**src/rtl/cosdt_pkg.sv**
```systemverilog
package cosdt_pkg;
    // counter and bus widths
    localparam int CNT_W = 16;
    localparam int ADR_W = 6;
    localparam int DT_W  = 10;

    // register byte offsets
    localparam logic [ADR_W-1:0] OFS_OEP  = 6'h00; // output_enable_polarity
    localparam logic [ADR_W-1:0] OFS_DTB  = 6'h04; // deadtime_break_control
    localparam logic [ADR_W-1:0] OFS_IDLE = 6'h08; // idle_level_config
    localparam logic [ADR_W-1:0] OFS_CTL  = 6'h0c; // timer_control_one
    localparam logic [ADR_W-1:0] OFS_ARR  = 6'h10; // period_reload_value
    localparam logic [ADR_W-1:0] OFS_CMP1 = 6'h14; // compare_value_ch1
    localparam logic [ADR_W-1:0] OFS_CMP2 = 6'h18; // compare_value_ch2
    localparam logic [ADR_W-1:0] OFS_WAVE = 6'h1c; // channel_wave_mode, both channels
    localparam logic [ADR_W-1:0] OFS_STAT = 6'h20; // counter and reference levels

    // writable bits and reset values
    localparam logic [31:0] OEP_MASK  = 32'h0033_bfff;
    localparam logic [15:0] IDLE_MASK = 16'h007f;
    localparam logic [15:0] CTL_MASK  = 16'h0370;
    localparam logic [31:0] RST_OEP   = 32'h0000_0000;
    localparam logic [15:0] RST_DTB   = 16'h0000;
    localparam logic [15:0] RST_IDLE  = 16'h0000;
    localparam logic [15:0] RST_CTL   = 16'h0000;
    localparam logic [15:0] RST_CNT   = 16'h0000;

    // field positions
    localparam int CFG_STRIDE = 4;   // enable/polarity nibble per channel
    localparam int CKD_LSB    = 8;   // dead_clock_divider [9:8]
    localparam int CMS_LSB    = 5;   // center_align_select [6:5]
    localparam int DIR_BIT    = 4;   // count direction
    localparam int GATE_BIT   = 15;  // main_output_gate
    localparam int WAVE2_LSB  = 8;   // channel 2 wave mode [11:8]
    localparam int IDLE_P1    = 0;
    localparam int IDLE_C1    = 1;
    localparam int IDLE_P2    = 2;

    // dead-time formula bases
    localparam logic [DT_W-1:0] DT_BASE64 = 10'h040;
    localparam logic [DT_W-1:0] DT_BASE32 = 10'h020;

    // dead-time tick divider codes
    localparam logic [1:0] CKD_DIV1 = 2'h0;
    localparam logic [1:0] CKD_DIV2 = 2'h1;
    localparam logic [1:0] CKD_DIV4 = 2'h2;

    typedef enum logic [3:0] {
        WM_FROZEN   = 4'b0000,
        WM_SET      = 4'b0001,
        WM_CLEAR    = 4'b0010,
        WM_TOGGLE   = 4'b0011,
        WM_LOW      = 4'b0100,
        WM_HIGH     = 4'b0101,
        WM_PWM1     = 4'b0110,
        WM_PWM2     = 4'b0111
    } cosdt_wave_t;

    // one channel nibble, low bit first: pen, ppol, cen, cpol
    typedef struct packed {
        logic cpol;
        logic cen;
        logic ppol;
        logic pen;
    } cosdt_chcfg_t;

    // register port request
    typedef struct packed {
        logic [ADR_W-1:0] addr;
        logic [31:0]      wdata;
        logic             wr;
        logic             rd;
    } cosdt_bus_t;
endpackage : cosdt_pkg

```
**src/rtl/cosdt_top.sv**
```systemverilog
// Chosen here: strobed register access and the register addresses.
`timescale 1ns/100ps
// How it works
// - counter is 16 bits, edge aligned, counting upward only
// - channel 1 has primary and complementary outputs, dead time, own polarity
// - channel 2 has one primary output with polarity, no dead time
// - polarity bit 0 means active high, 1 means active low
// - primary enable alone: primary follows reference; neither: both take idle levels
// - complementary enable alone: complementary follows reference
// - both enables set: complementary pair with dead time
// - every edge of either output to its active level is delayed by dead time
// - code bit 7 clear: dead time is code times one tick
// - code top bits 10: (64 plus low six bits) times two ticks
// - code 110 or 111: (32 plus low five bits) times eight or sixteen
// - divider field gives tick of one, two or four clocks
// - two-channel variant drives both primaries, one complementary, both matches
// - one-channel variant drives channel 1 outputs, its match and update
// - disabled output takes its idle-level bit, 0 low, 1 high
// - idle-level bits in order ch1 p, ch1 c, ch2 p, upward
// - enable/polarity word: four bits per channel, ch5 and ch6 at 16, 20
// - wave mode sets reference: set, clear, toggle on match, two PWMs
// - realign rising edge clears counter and loads pending settings
// - match and update events are single pulses
module cosdt_top
    import cosdt_pkg::*;
#(
    parameter int NUM_CH = 2
) (
    input  wire logic              clk,
    input  wire logic              rst_b,
    input  wire cosdt_bus_t        bus,
    output logic [31:0]            rdata,
    input  wire logic              realign,
    output logic [1:0]             primary_output,
    output logic                   complementary_output,
    output logic [1:0]             compare_match_pulse,
    output logic                   update_event_pulse
);

    // software registers
    logic [31:0]      oep;
    logic [15:0]      dtb;
    logic [15:0]      idle;
    logic [15:0]      ctl;
    logic [CNT_W-1:0] arr_pend;
    logic [CNT_W-1:0] cmp_pend [2];
    logic [3:0]       wave_pend [2];

    // live copies used by the counter
    logic [CNT_W-1:0] arr_act;
    logic [CNT_W-1:0] cmp_act [2];
    logic [3:0]       wave_act [2];

    logic [CNT_W-1:0] cnt;
    logic [1:0]       ref_wave;
    logic             ref_prev;
    logic [DT_W-1:0]  dt_cnt;
    logic [1:0]       div_cnt;
    logic             sync_ff1;
    logic             sync_ff2;
    logic             sync_ff3;

    cosdt_chcfg_t     cfg1;
    cosdt_chcfg_t     cfg2;
    logic             upd;
    logic             sync_rise;
    logic             load_act;
    logic [1:0]       match;
    logic [1:0]       below;
    logic [1:0]       dead_clock_divider;
    logic             tick;
    logic [DT_W-1:0]  dt_ticks;
    logic             ref_edge;
    logic             dt_done;
    logic             p1_dt;
    logic             c1_dt;
    logic             p1_lvl;
    logic             c1_lvl;
    logic             p2_lvl;
    logic             next_p1;
    logic             next_c1;
    logic             next_p2;
    logic [31:0]      next_rdata;

    assign cfg1 = cosdt_chcfg_t'(oep[CFG_STRIDE-1:0]);
    assign cfg2 = cosdt_chcfg_t'(oep[2*CFG_STRIDE-1:CFG_STRIDE]);
    assign dead_clock_divider  = ctl[CKD_LSB+1:CKD_LSB];

    // register writes; the wide word keeps only implemented bit positions
    always_ff @(posedge clk or negedge rst_b) begin
        if (!rst_b) begin
            oep          <= RST_OEP;
            dtb          <= RST_DTB;
            idle         <= RST_IDLE;
            ctl          <= RST_CTL;
            arr_pend     <= RST_CNT;
            cmp_pend[0]  <= RST_CNT;
            cmp_pend[1]  <= RST_CNT;
            wave_pend[0] <= WM_FROZEN;
            wave_pend[1] <= WM_FROZEN;
        end else if (bus.wr) begin
            unique case (bus.addr)
                // stored as laid out, ch5/ch6 included
                OFS_OEP:  oep <= bus.wdata & OEP_MASK;
                // gate bit stored only, outputs always gated on
                OFS_DTB:  dtb <= bus.wdata[15:0];
                OFS_IDLE: idle <= bus.wdata[15:0] & IDLE_MASK;
                // other align and direction codes are not honoured
                OFS_CTL:  ctl <= bus.wdata[15:0] & CTL_MASK;
                OFS_ARR:  arr_pend <= bus.wdata[CNT_W-1:0];
                OFS_CMP1: cmp_pend[0] <= bus.wdata[CNT_W-1:0];
                OFS_CMP2: cmp_pend[1] <= bus.wdata[CNT_W-1:0];
                OFS_WAVE: begin
                    wave_pend[0] <= bus.wdata[3:0];
                    wave_pend[1] <= bus.wdata[WAVE2_LSB+3:WAVE2_LSB];
                end
                default: ;
            endcase
        end
    end

    // read data stands only in the cycle after the strobe
    always_comb begin
        next_rdata = 32'h0000_0000;
        unique case (bus.addr)
            OFS_OEP:  next_rdata = oep;
            OFS_DTB:  next_rdata = {16'h0000, dtb};
            OFS_IDLE: next_rdata = {16'h0000, idle};
            OFS_CTL:  next_rdata = {16'h0000, ctl};
            OFS_ARR:  next_rdata = {16'h0000, arr_pend};
            OFS_CMP1: next_rdata = {16'h0000, cmp_pend[0]};
            OFS_CMP2: next_rdata = {16'h0000, cmp_pend[1]};
            OFS_WAVE: next_rdata = {20'h00000, wave_pend[1], 4'h0, wave_pend[0]};
            OFS_STAT: next_rdata = {14'h0000, ref_wave, cnt};
            default:  next_rdata = 32'h0000_0000;
        endcase
    end

    always_ff @(posedge clk or negedge rst_b) begin
        if (!rst_b) begin
            rdata <= 32'h0000_0000;
        end else begin
            rdata <= bus.rd ? next_rdata : 32'h0000_0000;
        end
    end

    // realign pin: two stages, then a third for the edge
    always_ff @(posedge clk or negedge rst_b) begin
        if (!rst_b) begin
            sync_ff1 <= 1'b0;
            sync_ff2 <= 1'b0;
            sync_ff3 <= 1'b0;
        end else begin
            sync_ff1 <= realign;
            sync_ff2 <= sync_ff1;
            sync_ff3 <= sync_ff2;
        end
    end

    assign sync_rise = sync_ff2 & ~sync_ff3;
    assign upd       = (cnt == arr_act);
    assign load_act  = upd | sync_rise;

    always_ff @(posedge clk or negedge rst_b) begin
        if (!rst_b) begin
            cnt <= RST_CNT;
        end else if (load_act) begin
            cnt <= RST_CNT;
        end else begin
            cnt <= cnt + 16'h0001;
        end
    end

    // pending settings go live on update or realign
    always_ff @(posedge clk or negedge rst_b) begin
        if (!rst_b) begin
            arr_act     <= RST_CNT;
            cmp_act[0]  <= RST_CNT;
            cmp_act[1]  <= RST_CNT;
            wave_act[0] <= WM_FROZEN;
            wave_act[1] <= WM_FROZEN;
        end else if (load_act) begin
            arr_act     <= arr_pend;
            cmp_act[0]  <= cmp_pend[0];
            cmp_act[1]  <= cmp_pend[1];
            wave_act[0] <= wave_pend[0];
            wave_act[1] <= wave_pend[1];
        end
    end

    for (genvar i = 0; i < 2; i++) begin : g_ref
        assign match[i] = (cnt == cmp_act[i]);
        assign below[i] = (cnt < cmp_act[i]);
        always_ff @(posedge clk or negedge rst_b) begin
            if (!rst_b) begin
                ref_wave[i] <= 1'b0;
            end else begin
                unique case (wave_act[i])
                    WM_SET:    ref_wave[i] <= ref_wave[i] | match[i];
                    WM_CLEAR:  ref_wave[i] <= ref_wave[i] & ~match[i];
                    WM_TOGGLE: ref_wave[i] <= ref_wave[i] ^ match[i];
                    WM_LOW:    ref_wave[i] <= 1'b0;
                    WM_HIGH:   ref_wave[i] <= 1'b1;
                    WM_PWM1:   ref_wave[i] <= below[i];
                    WM_PWM2:   ref_wave[i] <= ~below[i];
                    default:   ref_wave[i] <= ref_wave[i]; // frozen, unsupported
                endcase
            end
        end
    end

    // channel 2 match stays low in the one-channel build
    always_ff @(posedge clk or negedge rst_b) begin
        if (!rst_b) begin
            compare_match_pulse <= 2'b00;
            update_event_pulse  <= 1'b0;
        end else begin
            compare_match_pulse[0] <= match[0];
            compare_match_pulse[1] <= (NUM_CH > 1) & match[1];
            update_event_pulse     <= upd;
        end
    end

    // tick every one, two or four clocks; code 11 behaves as 00
    always_ff @(posedge clk or negedge rst_b) begin
        if (!rst_b) begin
            div_cnt <= 2'b00;
        end else begin
            div_cnt <= div_cnt + 2'b01;
        end
    end

    assign tick = (dead_clock_divider == CKD_DIV2) ? div_cnt[0] :
                  (dead_clock_divider == CKD_DIV4) ? (div_cnt == 2'b11) : 1'b1;

    // dead time in ticks
    always_comb begin
        if (!dtb[7]) begin
            dt_ticks = {2'b00, dtb[7:0]};
        end else if (!dtb[6]) begin
            dt_ticks = (DT_BASE64 + {4'h0, dtb[5:0]}) << 1;
        end else if (!dtb[5]) begin
            dt_ticks = (DT_BASE32 + {5'h00, dtb[4:0]}) << 3;
        end else begin
            dt_ticks = (DT_BASE32 + {5'h00, dtb[4:0]}) << 4;
        end
    end

    // any reference edge restarts the wait; load is one short of the
    // count when a tick falls in the edge cycle, which is then the first waited tick
    // a short pulse restarts it again, so the delayed side never fires
    assign ref_edge = ref_wave[0] ^ ref_prev;
    assign dt_done  = ref_edge ? (dt_ticks == 10'h000) : (dt_cnt == 10'h000);
    assign p1_dt    = ref_wave[0] & dt_done;
    assign c1_dt    = ~ref_wave[0] & dt_done;

    always_ff @(posedge clk or negedge rst_b) begin
        if (!rst_b) begin
            ref_prev <= 1'b0;
            dt_cnt   <= 10'h000;
        end else begin
            ref_prev <= ref_wave[0];
            // the edge cycle counts as a waited tick only when a tick falls in it;
            // with a slow tick the wait would otherwise end up to one tick early
            // and the delayed edge would come before the programmed dead time
            // trade-off: the first tick may be partial, so the wait can run short
            // by at most one divider period less one clock
            if (ref_edge) begin
                dt_cnt <= (dt_ticks == 10'h000) ? 10'h000 : dt_ticks - {9'h000, tick};
            end else if (tick && dt_cnt != 10'h000) begin
                dt_cnt <= dt_cnt - 10'h001;
            end
        end
    end

    // levels after polarity, before idle handling
    assign p1_lvl = (cfg1.cen ? p1_dt : ref_wave[0]) ^ cfg1.ppol;
    assign c1_lvl = (cfg1.pen ? c1_dt : ref_wave[0]) ^ cfg1.cpol;
    assign p2_lvl = ref_wave[1] ^ cfg2.ppol;

    // polarity applied above, disabled outputs take idle level
    // a cleared enable selects the idle bit
    always_comb begin
        next_p1 = cfg1.pen ? p1_lvl : idle[IDLE_P1];
        next_c1 = cfg1.cen ? c1_lvl : idle[IDLE_C1];
        next_p2 = cfg2.pen ? p2_lvl : idle[IDLE_P2];
    end

    // enable word reaches the pins one cycle later
    // second primary only in the two-channel build
    always_ff @(posedge clk or negedge rst_b) begin
        if (!rst_b) begin
            primary_output       <= 2'b00;
            complementary_output <= 1'b0;
        end else begin
            primary_output[0]    <= next_p1;
            primary_output[1]    <= (NUM_CH > 1) & next_p2;
            complementary_output <= next_c1;
        end
    end
endmodule : cosdt_top

```
**config.mk**
```make
export PLATFORM = sky130hd
export DESIGN_NAME = cosdt_top
export DESIGN_NICKNAME = d
export VERILOG_FILES = /design/src/rtl/cosdt_pkg.sv /design/src/rtl/cosdt_top.sv
export SDC_FILE = /design/constraint.sdc
export NUM_CORES = 1
export LEC_CHECK = 0
export BUFFER_PORTS_ARGS = -buffer_cell sky130_fd_sc_hd__buf_4
export CAP_MARGIN = 10
export CORE_UTILIZATION = 45
export CTS_CLUSTER_DIAMETER = 120
export CTS_CLUSTER_SIZE = 30
export DETAILED_ROUTE_END_ITERATION = 6
export PLACE_DENSITY_LB_ADDON = 0.25
export SKIP_LAST_GASP = 1
export SYNTH_ARGS = -nofsm -noshare
export SYNTH_HDL_FRONTEND = slang
export SYNTH_SLANG_ARGS = --single-unit
export TNS_END_PERCENT = 30
```
**constraint.sdc**
```tcl
create_clock -name clk -period 3.9 [get_ports clk]
set_input_delay 0.195 -clock clk [delete_from_list [all_inputs] [get_ports clk]]
set_output_delay 0.195 -clock clk [all_outputs]
set_load 0.005 [all_outputs]
```
==> out/qor.tcl, run 1 <==
set qor(status) {finished, final reports clean}
set qor(share_of_flip_flops_with_an_asynchronous_set_or_reset_pct) 100
set qor(hold_path.class) {input port to register}
set qor(port-buffer-count) 56
set qor(reg2regPathDepth) 10
set qor(worstSetupEndpoint) {ref_wave[1]}
set qor(finalSetupTns_ps) 0
set qor(timing.final.crit_period_ps) 2930
set qor(synth_top_area_cell) {dfrtp_1}
set qor(timing.critical_path.depth) 10
set qor(endpoint_kind) {register}
set qor(dpl.hpwl_um) 17500
set qor(timing.critical_path.arrival_ps) 3290
set qor(rrSetupSlack_ps) 970
set qor(gp_congestion) 0.821
set qor(worst_path_buffer_plus_inverter_count) 0
set qor(firstDrtPassIters) 7
set qor(final_setup_violation_count) 0
set qor(timing.rr.start) {cnt[14]}
set qor(cts.sink_count) 219
set qor(p_per_area_nw_per_um2) 532
set qor(most_frequent_cp_cell) {ha_1}
set qor(mappedNetlistArea_um2) 10800
set qor(clock_tree.htree_level_count) 1
set qor(avgViaCountPerCell) 5.57
set qor(unrepaired_setup_endpoints_after_global_routing) {no}
set qor(critical-path-top-delay-family) {simple AND/OR/NAND/NOR gates}
set qor(cts_post_setup_buffers_inserted) 0
set qor(final_cell_area_um2) 11900
set qor(grt_antenna_before_repair) 0
set qor(number_of_enable_type_register_cells_in_the_synthesized_netlist) 0
set qor(clk_pin_slew_ps) 110
set qor(fmaxAchievable_mhz) 341
set qor(dieArea_um2) 24600
set qor(ys.flop_type) {dfrtp_1}
set qor(final_util_pct) 50.6
set qor(power.total_mw) 6.33
set qor(drv_slew) 0
set qor(timing.setup.critical_path_class) {register to register}
set qor(hold_viol_final) 0
set qor(synth-seq-cells) 219
set qor(area_delta_synth_final_pct) 10.0
set qor(crit-reg2reg-capture) {ref_wave[1]}
set qor(path_max_fanout) 6
set qor(floorplan.die.height_um) 157
set qor(synthCells) 923
set qor(cts-buffers-inserted) 11
set qor(layout-drive-gt1-share_pct) 22.8
set qor(path_cells) {ha_1 -> nand4_1 -> or4_1 -> or2_2 -> ha_1 -> nand2_1 -> o21ai_0 -> a21oi_1 -> or3_1 -> o311ai_0}
set qor(finalNonFillerCells) 1296
set qor(placement.cell_area_um2) 11500
set qor(grt-ovfl-total) 0
set qor(starting_density_pct) 46.0
set qor(dr.first_iter.drc_count) 478
set qor(synth_commonest_cells) {dfrtp_1, mux2_2, nand2_1, inv_1, nor2_1}
set qor(finalWirelength_um) 25100
set qor(ys.warnings.count) 0
set qor(timing_worst_slew_pin_value_ps) 1050
set qor(post_synth.cell_area_avg_um2) 11.7
set qor(setup.worst_path.start) {cnt[14]}
set qor(i_o_pin_cnt) 81
set qor(post_cts.resized_instances) 0
set qor(leakagePower_nw) 5.59
set qor(ys_seq_area_share_pct) 50.7
set qor(placedCellCount) 1270
set qor(netlist-cell-type-count) 62
set qor(crit_required_ps) 4260
set qor(wire_length_of_the_first_global_routing_pass_um) 40300
set qor(fin_skew_ps) 22.9
set qor(cts-root-to-sink-buffers) 3
set qor(clock_insertion_delay_worst_skew_ps) 470
set qor(worst_ir_drop_vdd_uv) 316
set qor(first_global_vias) 7222
set qor(finalNetCount) 1062
set qor(globalRouteTotalUtil_pct) 21.4
set qor(synthMostInstantiatedCell) {dfrtp_1}
set qor(floorplan.rows) 56
set qor(grt_start_max_net_pins) 112
set qor(routed-via-count) 7224
set qor(cts.root.buffer_cell) {clkbuf_16}
set qor(coreArea_um2) 23500
set qor(cell_types_occupying_the_most_area_after_synthesis) {dfrtp_1, mux2_2, mux2_4, ha_1, xnor2_1}
set qor(crit_path_top_delay_cell) {or4_1}
set qor(wl_per_instance_um) 19.4
set qor(max_cap_viol_count) 0
set qor(filler_cell_count) 2124
set qor(n_antenna_cell) 0
set qor(cp_slowest_stage_delay_ps) 610
set qor(period_share_pct) 75.2
set qor(cts_tree) {built}
set qor(ant_nets) 0
set qor(netlist.area_leader.share_pct) 50.7
set qor(setup.worst_path.start_class) {register}
set qor(drc) 0
set qor(max_slew_margin_pct) 29.8
set qor(die_w_um) 157
cell families (layout without fill, tap and decap cells):
logic type               after synthesis  count (layout)  share of synthesized area [%]
AO/OA/AOI/OAI                        165             165                           10.3
XOR/XNOR                              48              48                           3.89
adder cells (fa/ha/maj)               42              42                           4.87
buffers and inverters                 97             140                           4.58
flip-flops                           219             219                           50.7
multiplexers                         136             136                           15.5
other                                  1              12                         0.0347
AND/OR/NAND/NOR                      215             215                           10.1
repair_timing:
action | CTS | global route
hold buffers | 13 | 0
hold endpoints to repair | 135 | 0
setup endpoints to repair | 0 | 0
cell type report:
class / count / area, um2 / area share, %
timing repair buffer: 77 / 643 / 5.41
clock buffer: 11 / 275 / 2.32
clock inverter: 2 / 23.8 / 0.200
tap: 319 / 399 / 3.36
sequential: 219 / 5480 / 46.1
multi-input combinational: 618 / 4880 / 41.0
inverter: 50 / 188 / 1.58
where the power goes:
part,internal (mW),switching (mW)
sequential,2.75,0.405
combinational,0.907,1.02
clock,0.527,0.717
layer usage:
| metal | global-route usage [%] | part of all wire (%) |
|---|---|---|
| met5 | 0 | 0 |
| met4 | 5.70 | 2.5 |
| met3 | 3.39 | 4.3 |
| met2 | 35.4 | 48 |
| met1 | 29.1 | 45 |
worst register-to-register path, delay by kind of cell, from the launching register on:
kind / cells / cell delay (ps)
AO/OA/AOI/OAI: 3 / 230
flip-flops: 1 / 480
AND/OR/NAND/NOR: 5 / 1490
adder cells (fa/ha/maj): 2 / 630
worst min path at each step:
| stage | start | endpoint | slack, ps | cells past startpoint |
|---|---|---|---|---|
| global route | bus[15] | cmp_pend[29] | 10 | 2 |
| global placement | realign | sync_ff1 | 310 | 1 |
| finish | bus[5] | dtb[3] | 20 | 2 |
| floorplan | rst_b | arr_act[0] | -100 | 0 |
| CTS | bus[15] | cmp_pend[29] | 4 | 2 |
| detailed placement | realign | sync_ff1 | 310 | 1 |
sequential cells by signal, indices dropped and copies added, names as in the netlist, 2 cells and up:
signal	cells
arr_act	16
arr_pend	16
cmp_act	32
cmp_pend	32
cnt	16
compare_match_pulse	2
ctl	5
div_cnt	2
dt_cnt	10
dtb	16
idle	7
oep	19
primary_output	2
rdata	20
ref_wave	2
wave_act	8
wave_pend	8
stage by stage:
stage	hold WS, ps	worst slack (ps)
after floorplan	-101	1260
after global placement	308	1030
after detailed placement	307	987
after CTS	4.44	968
after global routing	11.3	762
final	16.9	967
placed cells by master, fill, tap and decap left out, types with 4 or more instances in the layout:
master / netlist / layout
clkbuf_16: 0 / 11
ha_1: 42 / 42
xor2_1: 13 / 13
dfrtp_1: 219 / 219
buf_4: 13 / 61
a21oi_1: 26 / 26
nor2b_1: 6 / 6
a221oi_1: 11 / 11
xnor2_1: 35 / 35
and3_1: 10 / 10
conb_1: 1 / 12
mux2i_1: 6 / 6
nor2_1: 48 / 48
nand3_1: 16 / 16
dlygate4sd3_1: 0 / 13
o21ai_0: 43 / 43
mux2_2: 90 / 90
mux2_4: 40 / 40
nand2_1: 73 / 73
a22o_1: 9 / 9
nor3_1: 9 / 9
a31oi_1: 17 / 17
nand2b_1: 7 / 7
inv_1: 50 / 50
nand2_4: 4 / 4
a222oi_1: 12 / 12
nand4_1: 13 / 13
a22oi_1: 21 / 21
(Power assumes the default switching activity.)
==> run 2, diff against run 1 <==
==> constraint.sdc (replaced) <==
create_clock -name clk -period 3 [get_ports clk]
set_input_delay 0.15 -clock clk [delete_from_list [all_inputs] [get_ports clk]]
set_output_delay 0.15 -clock clk [all_outputs]
set_load 0.005 [all_outputs]
==> run 2 against run 1 <==
- clock skew rose by 10 ps
- sequential power increased by 29%
- worst setup slack lost 780 ps
- count of clock-buffer cells in the layout is the same
- flip-flop and latch count did not move
- critical path depth stayed put
- hold slack better by 200 ps
- cell area increased by 2.3%
- combinational power increased by 35%
- critical endpoint unchanged
- highest routed layer unchanged
==> out/qor.tcl, run 2 (synthesis results as in run 1) <==
set qor(hold_path.class) {input port to asynchronous set/reset pin}
set qor(drv_slew) 0
set qor(firstDrtPassIters) 5
set qor(grt_antenna_before_repair) 0
set qor(die_w_um) 157
set qor(crit_required_ps) 3370
set qor(hold_viol_final) 0
set qor(i_o_pin_cnt) 81
set qor(cts.sink_count) 219
set qor(area_delta_synth_final_pct) 12.6
set qor(starting_density_pct) 46.0
set qor(leakagePower_nw) 5.74
set qor(p_per_area_nw_per_um2) 684
set qor(finalNonFillerCells) 1324
set qor(largestRegisters) {cmp_act: 32 flops, cmp_pend: 32 flops, rdata: 20 flops}
set qor(wl_per_instance_um) 19.3
set qor(status) {finished, final reports clean}
set qor(power.total_mw) 8.31
set qor(final_setup_violation_count) 0
set qor(hold-worst-slack_ps) 216
set qor(finalSetupTns_ps) 0
set qor(cts_tree) {built}
set qor(post_cts.resized_instances) 0
set qor(timing.setup.critical_path_class) {register to register}
set qor(path_max_fanout) 3
set qor(unrepaired_setup_endpoints_after_global_routing) {no}
set qor(wire_length_of_the_first_global_routing_pass_um) 40600
set qor(period_share_pct) 93.8
set qor(ant_nets) 0
set qor(timing.final.crit_period_ps) 2810
set qor(timing_worst_slew_pin_value_ps) 857
set qor(timing.critical_path.arrival_ps) 3180
set qor(coreArea_um2) 23500
set qor(cts-root-to-sink-buffers) 3
set qor(port-buffer-count) 56
set qor(crit-reg2reg-capture) {ref_wave[1]}
set qor(gp_congestion) 0.871
set qor(worst_ir_drop_vdd_uv) 596
set qor(grt_start_max_net_pins) 72
set qor(finalNetCount) 1091
set qor(clk_pin_slew_ps) 120
set qor(max_slew_margin_pct) 42.7
set qor(dpl.hpwl_um) 17900
set qor(fmaxAchievable_mhz) 356
set qor(cts-buffers-inserted) 11
set qor(rrSetupSlack_ps) 190
set qor(globalRouteTotalUtil_pct) 21.5
set qor(n_antenna_cell) 0
set qor(cts.root.buffer_cell) {clkbuf_16}
set qor(drc) 0
set qor(cts_hold_buffers) 23
set qor(floorplan.die.height_um) 157
set qor(fin_skew_ps) 33.2
set qor(placedCellCount) 1289
set qor(filler_cell_count) 2097
set qor(clock_tree.htree_level_count) 1
set qor(reg2regPathDepth) 10
set qor(grt-ovfl-total) 0
set qor(final_cell_mix) {dfrtp_1, mux2_2, buf_4}
set qor(dr.first_iter.drc_count) 455
set qor(endpoint_kind) {register}
set qor(floorplan.rows) 56
set qor(setup.worst_path.start_class) {register}
set qor(avgViaCountPerCell) 5.47
set qor(first_global_vias) 7192
set qor(max_cap_viol_count) 0
set qor(routed-via-count) 7244
set qor(most_common_cell_after_layout_fill_and_taps_aside) {dfrtp_1}
set qor(timing.rr.start) {cnt[14]}
set qor(clock_insertion_delay_worst_skew_ps) 480
set qor(finalWirelength_um) 25500
set qor(layout-drive-gt1-share_pct) 24.0
set qor(dieArea_um2) 24600
set qor(cts_post_setup_buffers_inserted) 0
[run 2: changes by cell type in the layout (fill, tap and decap cells not counted), sizes merged]
cell,previous run,this run
clkinv,0,1
dlygate4sd3,13,23
inv,51,50
clkinvlp,1,0
buf,64,83
[run 2: area by class of cell]
type                    instances  area (um2)  area share (%)
flip-flops and latches        219        5480            45.1
multi-input cells             618        4880            40.1
repair buffers                106         911            7.49
well taps                     319         399            3.28
clock buffers                  11         275            2.26
inverters                      50         188            1.54
clock inverters                 1        30.0           0.247
[run 2: per-layer routing]
layer | vias up | wire length, um | GRT usage, %
met3 | 35 | 1010 | 2.45
met4 | 0 | 565 | 5.60
li1 | 3434 | - | -
met1 | 3610 | 12000 | 30.8
met2 | 165 | 11900 | 34.7
met5 | - | 0 | 0
[run 2: critical path: stages, from the launching register on]
cell and delay [ps]:
dfrtp_1 400, ha_1 320, nand4_1 170, or4_1 570, or2_2 350, ha_1 290
nand2_1 40, o21ai_0 70, a21oi_1 80, or3_1 300, o311ai_0 90
[run 2: worst max-delay path by stage]
stage | startpoint | to | slack, ps | depth (start not counted)
2_1_floorplan | cnt[14] | ref_wave[1] | 360 | 10
3_3_place_gp | cnt[14] | ref_wave[1] | 280 | 10
3_5_place_dp | cnt[14] | ref_wave[1] | 200 | 10
4_1_cts | cnt[14] | ref_wave[1] | 160 | 10
5_1_grt | cnt[14] | ref_wave[1] | 10 | 10
6_report | cnt[14] | ref_wave[1] | 190 | 10
[run 2: stage by stage]
| step | area [um2] | util [%] | setup slack [ps] |
|---|---|---|---|
| 3_5_place_dp | 11600 | 49.5 | 204 |
| 4_1_cts | 12200 | 51.8 | 160 |
| 5_1_grt | 12200 | 51.8 | 10.4 |
| 3_3_place_gp | 11600 | 49.5 | 281 |
| 6_report | 12200 | 51.8 | 187 |
| 2_1_floorplan | 10800 | - | 359 |
[run 2: where the power goes]
| part | switching, mW | internal, mW | total (mW) | leakage, nW |
|---|---|---|---|---|
| Combinational | 1.37 | 1.21 | 2.59 | 2.68 |
| Clock | 0.950 | 0.688 | 1.64 | 0.147 |
| Sequential | 0.513 | 3.58 | 4.09 | 2.92 |
